**src/verilog/pts_consts.svh**
```systemverilog
/*
 * Register offsets, reset values and field widths of the period timer.
 * Assumes inclusion by bare name from the package and the timer top.
 */
`ifndef PTS_CONSTS_SVH
`define PTS_CONSTS_SVH

`define PTS_OFF_COUNT   8'h00
`define PTS_OFF_PERIOD  8'h04
`define PTS_OFF_CTRL    8'h08
`define PTS_OFF_HALT    8'h0C
`define PTS_OFF_RSTSEL  8'h10
`define PTS_OFF_CLKSEL  8'h14
`define PTS_OFF_STATUS  8'h18
`define PTS_OFF_MASK    8'h1C

`define PTS_RST_COUNT   8'h00
`define PTS_RST_PERIOD  8'hFF
`define PTS_RST_CTRL    8'h00
`define PTS_RST_MODE    4'h0
`define PTS_RST_RSEL    3'h0
`define PTS_RST_CSEL    2'h0
`define PTS_RST_EVT     4'h0

`define PTS_CLKSEL_PCLK 2'h0

`define PTS_CNT_W       8
`define PTS_POST_W      4
`define PTS_PSC_SEL_W   3
`define PTS_MODE_W      4
`define PTS_RSEL_W      3
`define PTS_CSEL_W      2
`define PTS_EVT_W       4

`endif

```
**src/verilog/pts_pkg.sv**
```systemverilog
/*
 * Types shared by the period timer: control layout, modes, states, events.
 * Assumes pts_consts.svh is on the include path.
 */
`include "pts_consts.svh"

package pts_pkg;

    typedef struct packed {
        logic                        run_enable;
        logic [`PTS_PSC_SEL_W-1:0]   prescale_ratio;
        logic [`PTS_POST_W-1:0]      postscale_select;
    } pts_ctl_t;

    typedef enum logic [`PTS_MODE_W-1:0] {
        PTS_M_FREE      = 4'h0,
        PTS_M_GATE_HI   = 4'h1,
        PTS_M_GATE_LO   = 4'h2,
        PTS_M_RST_RISE  = 4'h3,
        PTS_M_RST_FALL  = 4'h4,
        PTS_M_RST_ANY   = 4'h5,
        PTS_M_RST_LOW   = 4'h6,
        PTS_M_RST_HIGH  = 4'h7,
        PTS_M_ONESHOT   = 4'h8,
        PTS_M_MONO_RISE = 4'h9,
        PTS_M_MONO_FALL = 4'hA,
        PTS_M_MONO_ANY  = 4'hB
    } pts_mode_t;

    typedef enum logic [1:0] {
        PTS_ST_IDLE = 2'h0,
        PTS_ST_RUN  = 2'h1,
        PTS_ST_HOLD = 2'h3
    } pts_state_t;

    typedef struct packed {
        logic oneshot_done;
        logic ext_event;
        logic post_pulse;
        logic period_match;
    } pts_evt_t;

endpackage : pts_pkg

```
**src/verilog/pts_timer.sv**
```systemverilog
/*
 * Period timer with prescaler, postscaler, external gate/reset and APB registers.
 * Assumes APB master on pclk; ext_src_in and clk_src_in are asynchronous pins;
 * dbg_freeze comes from debug logic on pclk.
 */
// Local design decisions: the placing of the registers and the APB slave port.
//
// Behaviour
// three modes: free-running period, one-shot, monostable, with start/stop/reset options.
// count increments on each rising prescaled timer clock.
// count equal to period feeds postscaler and clears count next tick.
// gated modes hold the count while gate inactive, resume from held value.
// reset modes clear the count on selected source level or edge.
// count and period readable and writable; reset gives count zero, period all ones.
// prescaler and postscaler clear on count write, control write, reset, external reset.
// control write leaves the count unchanged.
// free-running: compare every tick; match returns count to zero, bumps postscaler.
// postscaler equal to select gives one-cycle pulse and clears postscaler.
// one-shot: first match clears run enable and stops until re-enabled.
// one-shot postscale values above zero have no useful effect.
// monostable stops at match, keeps run enable, restarts on external reset.
// external trigger edges must be at least six timer clocks apart.
// external trigger levels must last at least three timer clocks.
// debug freeze makes the timer ignore all external triggers.
// mode field in halt register; reset source chosen by separate select register.
// prescale ratio and clock source are configurable, encodings parameterised.
// count value driven out continuously to other peripherals.
`include "pts_consts.svh"

module pts_timer
    import pts_pkg::*;
#(
    parameter int RST_N = 8,
    parameter int CLK_N = 3,
    parameter int PSC_W = 7
) (
    input  wire logic                  pclk,
    input  wire logic                  presetn,
    input  wire logic                  psel,
    input  wire logic                  penable,
    input  wire logic                  pwrite,
    input  wire logic [7:0]            paddr,
    input  wire logic [31:0]           pwdata,
    output logic      [31:0]           prdata,
    output logic                       pready,
    output logic                       pslverr,
    input  wire logic [RST_N-1:0]      ext_src_in,
    input  wire logic [CLK_N-1:0]      clk_src_in,
    input  wire logic                  dbg_freeze,
    output logic      [`PTS_CNT_W-1:0] timer_count_out,
    output logic                       postscaled_pulse,
    output logic                       period_match,
    output logic                       irq
);

    logic [`PTS_CNT_W-1:0]   timer_count;
    logic [`PTS_CNT_W-1:0]   period_value;
    pts_ctl_t                timer_control_reg;
    pts_mode_t               halt_control_reg;
    logic [`PTS_RSEL_W-1:0]  reset_source_select;
    logic [`PTS_CSEL_W-1:0]  clock_source_select;
    logic [`PTS_EVT_W-1:0]   int_status;
    logic [`PTS_EVT_W-1:0]   int_mask;
    logic [`PTS_POST_W-1:0]  post_cnt;
    pts_state_t              state;
    pts_state_t              next_state;
    logic [RST_N+CLK_N-1:0]  sync_q;
    logic [CLK_N-1:0]        clk_prev;
    logic [CLK_N-1:0]        clk_edge;
    logic                    ext_q;
    logic                    ext_prev;
    logic                    ext_sel;
    logic                    src_tick;
    logic                    tick;
    logic                    access;
    logic                    hit;
    logic [31:0]             next_rdata;
    logic                    wr_count;
    logic                    wr_period;
    logic                    wr_ctrl;
    logic                    wr_status;
    logic                    trig_ok;
    logic                    edge_r;
    logic                    edge_f;
    logic                    rst_evt;
    logic                    lvl_rst;
    logic                    gate_ok;
    logic                    psc_clear;
    logic                    match;
    logic                    cnt_en;
    logic                    match_tick;
    logic                    post_hit;
    logic                    is_oneshot;
    logic                    is_mono;
    pts_evt_t                evt;

    // APB slave: zero wait states, read data captured in the setup cycle
    assign access    = psel & penable;
    assign pready    = 1'h1;
    assign pslverr   = access & ~hit;
    assign wr_count  = access & pwrite & (paddr == `PTS_OFF_COUNT);
    assign wr_period = access & pwrite & (paddr == `PTS_OFF_PERIOD);
    assign wr_ctrl   = access & pwrite & (paddr == `PTS_OFF_CTRL);
    assign wr_status = access & pwrite & (paddr == `PTS_OFF_STATUS);

    always_comb begin
        hit        = 1'h1;
        next_rdata = 32'h0000_0000;
        case (paddr)
            `PTS_OFF_COUNT:  next_rdata[`PTS_CNT_W-1:0]  = timer_count;
            `PTS_OFF_PERIOD: next_rdata[`PTS_CNT_W-1:0]  = period_value;
            `PTS_OFF_CTRL:   next_rdata[7:0]             = timer_control_reg;
            `PTS_OFF_HALT:   next_rdata[`PTS_MODE_W-1:0] = halt_control_reg;
            `PTS_OFF_RSTSEL: next_rdata[`PTS_RSEL_W-1:0] = reset_source_select;
            `PTS_OFF_CLKSEL: next_rdata[`PTS_CSEL_W-1:0] = clock_source_select;
            `PTS_OFF_STATUS: next_rdata[`PTS_EVT_W-1:0]  = int_status;
            `PTS_OFF_MASK:   next_rdata[`PTS_EVT_W-1:0]  = int_mask;
            default:         hit = 1'h0;
        endcase
    end

    always_ff @(posedge pclk or negedge presetn) begin
        if (!presetn) begin
            prdata <= 32'h0000_0000;
        end else if (psel & ~penable & ~pwrite) begin
            prdata <= next_rdata;
        end
    end

    // configuration registers
    always_ff @(posedge pclk or negedge presetn) begin
        if (!presetn) begin
            period_value        <= `PTS_RST_PERIOD;
            halt_control_reg    <= pts_mode_t'(`PTS_RST_MODE);
            reset_source_select <= `PTS_RST_RSEL;
            clock_source_select <= `PTS_RST_CSEL;
            int_mask            <= `PTS_RST_EVT;
        end else if (access & pwrite) begin
            case (paddr)
                `PTS_OFF_PERIOD: period_value        <= pwdata[`PTS_CNT_W-1:0];
                `PTS_OFF_HALT:   halt_control_reg    <= pts_mode_t'(pwdata[`PTS_MODE_W-1:0]);
                `PTS_OFF_RSTSEL: reset_source_select <= pwdata[`PTS_RSEL_W-1:0];
                `PTS_OFF_CLKSEL: clock_source_select <= pwdata[`PTS_CSEL_W-1:0];
                `PTS_OFF_MASK:   int_mask            <= pwdata[`PTS_EVT_W-1:0];
                default: ;
            endcase
        end
    end

    // control register; one-shot match drops run enable unless software writes it
    always_ff @(posedge pclk or negedge presetn) begin
        if (!presetn) begin
            timer_control_reg <= pts_ctl_t'(`PTS_RST_CTRL);
        end else if (wr_ctrl) begin
            timer_control_reg <= pts_ctl_t'(pwdata[7:0]);
        end else if (is_oneshot & match_tick) begin
            timer_control_reg.run_enable <= 1'h0;
        end
    end

    // external pins: synchronise, pick, freeze the selected gate/reset pin under debug
    pts_sync #(
        .W(RST_N + CLK_N)
    ) u_sync (
        .pclk    (pclk),
        .presetn (presetn),
        .d       ({clk_src_in, ext_src_in}),
        .q       (sync_q)
    );

    assign ext_sel  = (int'(reset_source_select) < RST_N) ? sync_q[reset_source_select] : 1'h0;
    assign clk_edge = sync_q[RST_N +: CLK_N] & ~clk_prev;
    assign trig_ok  = ~dbg_freeze;

    always_ff @(posedge pclk or negedge presetn) begin
        if (!presetn) begin
            ext_q    <= 1'h0;
            ext_prev <= 1'h0;
            clk_prev <= '0;
        end else begin
            // held while frozen, so a pin change made during freeze shows as an edge one cycle after thaw
            ext_q    <= dbg_freeze ? ext_q : ext_sel;
            ext_prev <= ext_q;
            clk_prev <= sync_q[RST_N +: CLK_N];
        end
    end

    // clock source: pclk itself, or rising edges of a pin
    always_comb begin
        src_tick = 1'h1;
        if (clock_source_select != `PTS_CLKSEL_PCLK) begin
            src_tick = 1'h0;
            for (int i = 0; i < CLK_N; i++) begin
                if (int'(clock_source_select) == i + 1) begin
                    src_tick = clk_edge[i];
                end
            end
        end
    end

    // mode decode
    assign is_oneshot = (halt_control_reg == PTS_M_ONESHOT);
    assign is_mono    = (halt_control_reg == PTS_M_MONO_RISE) | (halt_control_reg == PTS_M_MONO_FALL) |
                        (halt_control_reg == PTS_M_MONO_ANY);
    assign edge_r     = ext_q & ~ext_prev;
    assign edge_f     = ~ext_q & ext_prev;

    always_comb begin
        rst_evt = 1'h0;
        lvl_rst = 1'h0;
        gate_ok = 1'h1;
        case (halt_control_reg)
            PTS_M_GATE_HI:   gate_ok = ext_q;
            PTS_M_GATE_LO:   gate_ok = ~ext_q;
            PTS_M_RST_RISE,
            PTS_M_MONO_RISE: rst_evt = trig_ok & edge_r;
            PTS_M_RST_FALL,
            PTS_M_MONO_FALL: rst_evt = trig_ok & edge_f;
            PTS_M_RST_ANY,
            PTS_M_MONO_ANY:  rst_evt = trig_ok & (edge_r | edge_f);
            PTS_M_RST_LOW:   lvl_rst = trig_ok & ~ext_q;
            PTS_M_RST_HIGH:  lvl_rst = trig_ok & ext_q;
            default: ;
        endcase
    end

    assign psc_clear = wr_count | wr_ctrl | rst_evt | lvl_rst;

    pts_prescaler #(
        .PSC_W(PSC_W),
        .SEL_W(`PTS_PSC_SEL_W)
    ) u_psc (
        .pclk     (pclk),
        .presetn  (presetn),
        .clear    (psc_clear),
        .src_tick (src_tick),
        .ratio    (timer_control_reg.prescale_ratio),
        .tick     (tick)
    );

    // run state
    always_comb begin
        next_state = state;
        case (state)
            PTS_ST_IDLE: if (timer_control_reg.run_enable) next_state = PTS_ST_RUN;
            PTS_ST_RUN: begin
                if (!timer_control_reg.run_enable) next_state = PTS_ST_IDLE;
                else if (is_oneshot & match_tick) next_state = PTS_ST_IDLE;
                else if (is_mono & match_tick) next_state = PTS_ST_HOLD;
            end
            PTS_ST_HOLD: begin
                if (!timer_control_reg.run_enable) next_state = PTS_ST_IDLE;
                else if (rst_evt | wr_ctrl) next_state = PTS_ST_RUN;
            end
            default: next_state = PTS_ST_IDLE;
        endcase
    end

    always_ff @(posedge pclk or negedge presetn) begin
        if (!presetn) begin
            state <= PTS_ST_IDLE;
        end else begin
            state <= next_state;
        end
    end

    // counter; a control write has no branch here //
    assign match      = (timer_count == period_value);
    assign cnt_en     = (state == PTS_ST_RUN) & timer_control_reg.run_enable & tick & gate_ok &
                        ~rst_evt & ~lvl_rst & ~wr_count;
    assign match_tick = cnt_en & match;
    assign post_hit   = match_tick & (post_cnt == timer_control_reg.postscale_select);

    always_ff @(posedge pclk or negedge presetn) begin
        if (!presetn) begin
            timer_count <= `PTS_RST_COUNT;
        end else if (wr_count) begin
            timer_count <= pwdata[`PTS_CNT_W-1:0];
        end else if (rst_evt | lvl_rst) begin
            timer_count <= `PTS_RST_COUNT;
        end else if (cnt_en) begin
            timer_count <= match ? `PTS_RST_COUNT : `PTS_CNT_W'(timer_count + 1'h1);
        end
    end

    // postscaler; one-shot restarts pass through psc_clear, so only select 0 ever fires
    always_ff @(posedge pclk or negedge presetn) begin
        if (!presetn) begin
            post_cnt <= '0;
        end else if (psc_clear) begin
            post_cnt <= '0;
        end else if (match_tick) begin
            post_cnt <= post_hit ? '0 : `PTS_POST_W'(post_cnt + 1'h1);
        end
    end

    always_ff @(posedge pclk or negedge presetn) begin
        if (!presetn) begin
            postscaled_pulse <= 1'h0;
            period_match     <= 1'h0;
        end else begin
            postscaled_pulse <= post_hit;
            period_match     <= match_tick;
        end
    end

    assign timer_count_out = timer_count;

    // interrupts: sticky, write one to clear, a new event beats the clear
    assign evt.period_match = match_tick;
    assign evt.post_pulse   = post_hit;
    assign evt.ext_event    = rst_evt;
    assign evt.oneshot_done = is_oneshot & match_tick;

    always_ff @(posedge pclk or negedge presetn) begin
        if (!presetn) begin
            int_status <= `PTS_RST_EVT;
        end else begin
            int_status <= (int_status & ~(wr_status ? pwdata[`PTS_EVT_W-1:0] : `PTS_RST_EVT)) | evt;
        end
    end

    assign irq = |(int_status & int_mask);
endmodule : pts_timer

```
**src/verilog/pts_sync.sv**
```systemverilog
/*
 * Two-flop synchroniser for a bundle of independent levels.
 * Assumes each bit is a slow level; no bus coherency between bits.
 */
module pts_sync #(
    parameter int W = 1
) (
    input  wire logic         pclk,
    input  wire logic         presetn,
    input  wire logic [W-1:0] d,
    output logic      [W-1:0] q
);

    logic [W-1:0] stage1;

    always_ff @(posedge pclk or negedge presetn) begin
        if (!presetn) begin
            stage1 <= '0;
            q      <= '0;
        end else begin
            stage1 <= d;
            q      <= stage1;
        end
    end

endmodule : pts_sync

```
**src/verilog/pts_prescaler.sv**
```systemverilog
/*
 * Power-of-two prescaler: passes one of every 2^ratio source ticks.
 * Assumes src_tick is a one-cycle pulse on pclk; clear has priority.
 */
module pts_prescaler #(
    parameter int PSC_W = 7,
    parameter int SEL_W = 3
) (
    input  wire logic             pclk,
    input  wire logic             presetn,
    input  wire logic             clear,
    input  wire logic             src_tick,
    input  wire logic [SEL_W-1:0] ratio,
    output logic                  tick
);

    logic [PSC_W-1:0] cnt;
    logic [PSC_W-1:0] limit;

    assign limit = PSC_W'((PSC_W'(1) << ratio) - PSC_W'(1));
    // a tick landing on a clear is dropped so a restart begins a full period
    assign tick  = src_tick & ~clear & (cnt >= limit);

    always_ff @(posedge pclk or negedge presetn) begin
        if (!presetn) begin
            cnt <= '0;
        end else if (clear) begin
            cnt <= '0;
        end else if (src_tick) begin
            cnt <= (cnt >= limit) ? '0 : PSC_W'(cnt + PSC_W'(1));
        end
    end

endmodule : pts_prescaler

```
**config.mk**
```make
export PLATFORM = sky130hd
export DESIGN_NAME = pts_timer
export DESIGN_NICKNAME = d
export VERILOG_FILES = /design/src/verilog/pts_pkg.sv /design/src/verilog/pts_timer.sv /design/src/verilog/pts_sync.sv /design/src/verilog/pts_prescaler.sv
export VERILOG_INCLUDE_DIRS = /design/src /design/src/verilog
export SDC_FILE = /design/constraint.sdc
export NUM_CORES = 1
export LEC_CHECK = 0
export CAP_MARGIN = 5
export CORE_MARGIN = 3
export CORE_UTILIZATION = 58
export DETAILED_ROUTE_END_ITERATION = 10
export DONT_BUFFER_PORTS = 1
export GPL_ROUTABILITY_DRIVEN = 0
export PLACE_DENSITY = 0.74
export SLEW_MARGIN = 15
export SYNTH_ARGS = -nofsm -noshare
export SYNTH_HDL_FRONTEND = slang
export SYNTH_SLANG_ARGS = --single-unit
```
**constraint.sdc**
```tcl
create_clock -name pclk -period 9.64 [get_ports pclk]
set_input_delay 1.928 -clock pclk [delete_from_list [all_inputs] [get_ports pclk]]
set_output_delay 1.928 -clock pclk [all_outputs]
set_load 0.1 [all_outputs]
```
==> results.py <==
metrics = {
    "status": {
        "status": "completed",
    },
    "synth": {
        "yosysTopAreaCell": "dfrtp_1",
        "synthCells": 464,
        "yosysSeqAreaShare": 0.477,
        "synth_top_area_frac": 0.433,
        "synth_cell_types": 63,
        "netlist_area_um2": 4790,
        "synth_edf_count": 0,
        "synth_flop_cell": "dfrtp_1",
        "yosys_warnings": 0,
        "ys_seq_elements": 91,
        "synth.top_cells.by_area": "dfrtp_1 43%, mux2_2 4.9%, dfstp_2 4.4%, buf_4 4.1%, nand2_1 3.8%",
        "ys_async_sr_fraction": 1.00,
        "syn_avg_cell_area_um2": 10.3,
    },
    "clock_tree": {
        "cts_tree": "done",
        "cts_sinks": 91,
        "path_clk_slew_ns": 0.09,
        "cts_resized": 0,
        "clk_latency_ns": 0.36,
        "clockBufferDepth": 2,
        "root_buffer": "clkbuf_8",
        "cts_setup_buffers": 0,
        "cts_made_buffers": 9,
        "cts_max_level": 3,
        "postCtsHoldBufs": 0,
    },
    "setup_path": {
        "path_class": "input port to output port",
        "critPathMaxStageDelay_ns": 0.70,
        "cp.required_ns": 7.71,
        "crit_arrival_ns": 3.21,
        "worst-path-buf-inv": 0,
        "slowest_stage": "nor4b_2",
        "cp_cell_sequence": "nor2_1 > nor4b_2 > nor2_2",
        "critPathCaptureType": "output port",
        "cp_max_fo": 10,
        "start_kind": "input port",
        "worst_path_dominant_cell_family": "simple AND/OR/NAND/NOR gates",
    },
    "power_and_ir_drop": {
        "p_seq_frac": 0.512,
        "netSwitchingFraction": 0.344,
        "p_clk_frac": 0.293,
        "powerDensity_nw_per_um2": 182,
        "leakage_uw": 0.00212,
        "vdd_ir_drop_max_uv": 119,
        "power_frac_comb": 0.195,
        "p_int_uw": 591,
        "p_sw_uw": 309,
    },
    "route": {
        "wire_per_inst_um": 17.9,
        "vias_per_cell": 6.11,
        "dr_total_vias": 3432,
        "wl_um": 10100,
        "ant_nets": 0,
        "drt-initial-drc-count": 208,
        "drcViolationCount": 0,
        "dr.pass1.iters": 5,
    },
    "sta": {
        "slew_headroom": 0.236,
        "setup_violations": 0,
        "worst_slew_pin_slew_ns": 1.15,
        "period_minus_slack_ns": 5.14,
        "hold_viol_final": 0,
        "rsz0062_at_grt": "false",
        "finalCritPeriodShare": 0.533,
        "slew_viol_final": 0,
        "tns_ns": 0,
        "fin_skew_ns": 0.0122,
        "fmax_mhz": 195,
    },
    "floorplan": {
        "dieArea_um2": 9390,
        "fp.dieW_um": 96.9,
        "core_um2": 7890,
        "num_io_pins": 102,
        "start_util": 0.608,
        "die_h_um": 96.9,
        "row_count": 32,
    },
    "place": {
        "io_buffers": 0,
        "dp_hpwl_um": 7360,
    },
    "final_layout": {
        "final_util": 0.627,
        "largest_registers": "u_sync.q: 11 flops, u_sync.stage1: 11 flops",
        "diodes": 0,
        "final_cell_mix": "83 x dfrtp_1, 48 x nand2_1, 27 x nor2_1",
        "layout-drive-gt1-share": 0.137,
        "final_common_cell": "dfrtp_1",
        "area_delta_synth_final_pct": 3.21,
        "nets": 525,
    },
    "run": {
        "maxCapViolCount": 0,
    },
    "global_route": {
        "antenna_found_initial": 0,
        "grt_max_degree": 92,
        "grt_pass1_wl_um": 17000,
        "grt_usage": 0.226,
        "grt.overflow.total": 0,
        "grt_pass1_vias": 3361,
    },
    "hold_path": {
        "hold_path.class": "register to register",
    },
}
-- cell type report --
class	instances	area [um^2]
flip-flops and latches	91	2290
clock inverters	6	72.6
fillers	663	2940
well taps	102	128
inverters	15	56.3
multi-input cells	336	2260
clock buffers	10	128
repair buffers	2	15.0
-- metal layers --
layer	up-vias	share of wire	global-route usage
li1	1606	-	-
met5	-	0	0
met2	131	0.49	0.355
met4	0	0.026	0.0886
met1	1670	0.42	0.304
met3	25	0.068	0.0519
-- cells by family after synthesis --
kind of cell	after synthesis	share of synthesized area
AOI/OAI and AO/OA	94	0.134
muxes	34	0.0869
and+or+nand+nor	155	0.168
adders and majority gates	13	0.0339
DFF	91	0.477
other	2	0.00157
xor gates and xnor gates	15	0.0274
buffers and inverters	60	0.0708
-- path summary, 6_finish.rpt --
| path | to | cells past startpoint | slack (ns) | startpoint |
|---|---|---|---|---|
| worst max register to register | timer_control_reg[7] | 12 | 6.10 | timer_control_reg[4] |
| worst min-delay path | u_sync.q[5] | 0 | 0.35 | u_sync.stage1[5] |
| worst max-delay path | pslverr | 3 | 4.50 | paddr[1] |
| worst min register to register | u_sync.q[5] | 0 | 0.35 | u_sync.stage1[5] |
| min in group asynchronous | prdata[1] | 0 | 1.24 | presetn |
| max in group asynchronous | period_value[4] | 0 | 8.17 | presetn |
-- power by group through the flow --
stage	logic, uW	clock network, uW	registers, uW
final	175	264	461
after CTS	175	270	461
after floorplan	160	0	466
after global placement	166	0	467
after detailed placement	174	0	469
after global routing	197	286	466
-- Yosys cell counts, types with 2 or more instances --
| master | n |
|---|---|
| a21o_1 | 2 |
| a21oi_1 | 11 |
| a221o_1 | 2 |
| a221oi_1 | 2 |
| a22oi_1 | 3 |
| a31oi_1 | 11 |
| a41oi_1 | 2 |
| and2_1 | 4 |
| and3_1 | 10 |
| buf_1 | 3 |
| buf_4 | 26 |
| buf_6 | 2 |
| clkbuf_1 | 13 |
| conb_1 | 2 |
| dfrtp_1 | 83 |
| dfstp_2 | 8 |
| ha_1 | 13 |
| inv_1 | 15 |
| mux2_2 | 21 |
| mux2i_1 | 9 |
| mux4_2 | 4 |
| nand2_1 | 48 |
| nand2b_1 | 6 |
| nand3_1 | 16 |
| nand3b_1 | 8 |
| nand4_1 | 4 |
| nor2_1 | 28 |
| nor2b_1 | 4 |
| nor3_1 | 5 |
| nor4_1 | 3 |
| o211ai_1 | 11 |
| o21a_1 | 2 |
| o21ai_0 | 25 |
| o21ai_1 | 5 |
| o311ai_0 | 5 |
| or2_1 | 2 |
| or2_2 | 4 |
| or3_1 | 2 |
| or3b_1 | 3 |
| xnor2_1 | 12 |
| xor2_1 | 3 |
-- stage by stage --
step | setup slack, ns | hold WS, ns | cell area [um^2] | total power [uW] | std cells
after floorplan | 4.27 | 0.331 | 4880 | 626 | 487
after global placement | 4.56 | 0.333 | 4740 | 634 | 546
after detailed placement | 4.52 | 0.336 | 4740 | 642 | 546
after CTS | 4.51 | 0.357 | 4940 | 906 | 562
after global routing | 4.32 | 0.360 | 4950 | 949 | 562
final | 4.50 | 0.353 | 4950 | 900 | 562
(Power assumes the default switching activity.)
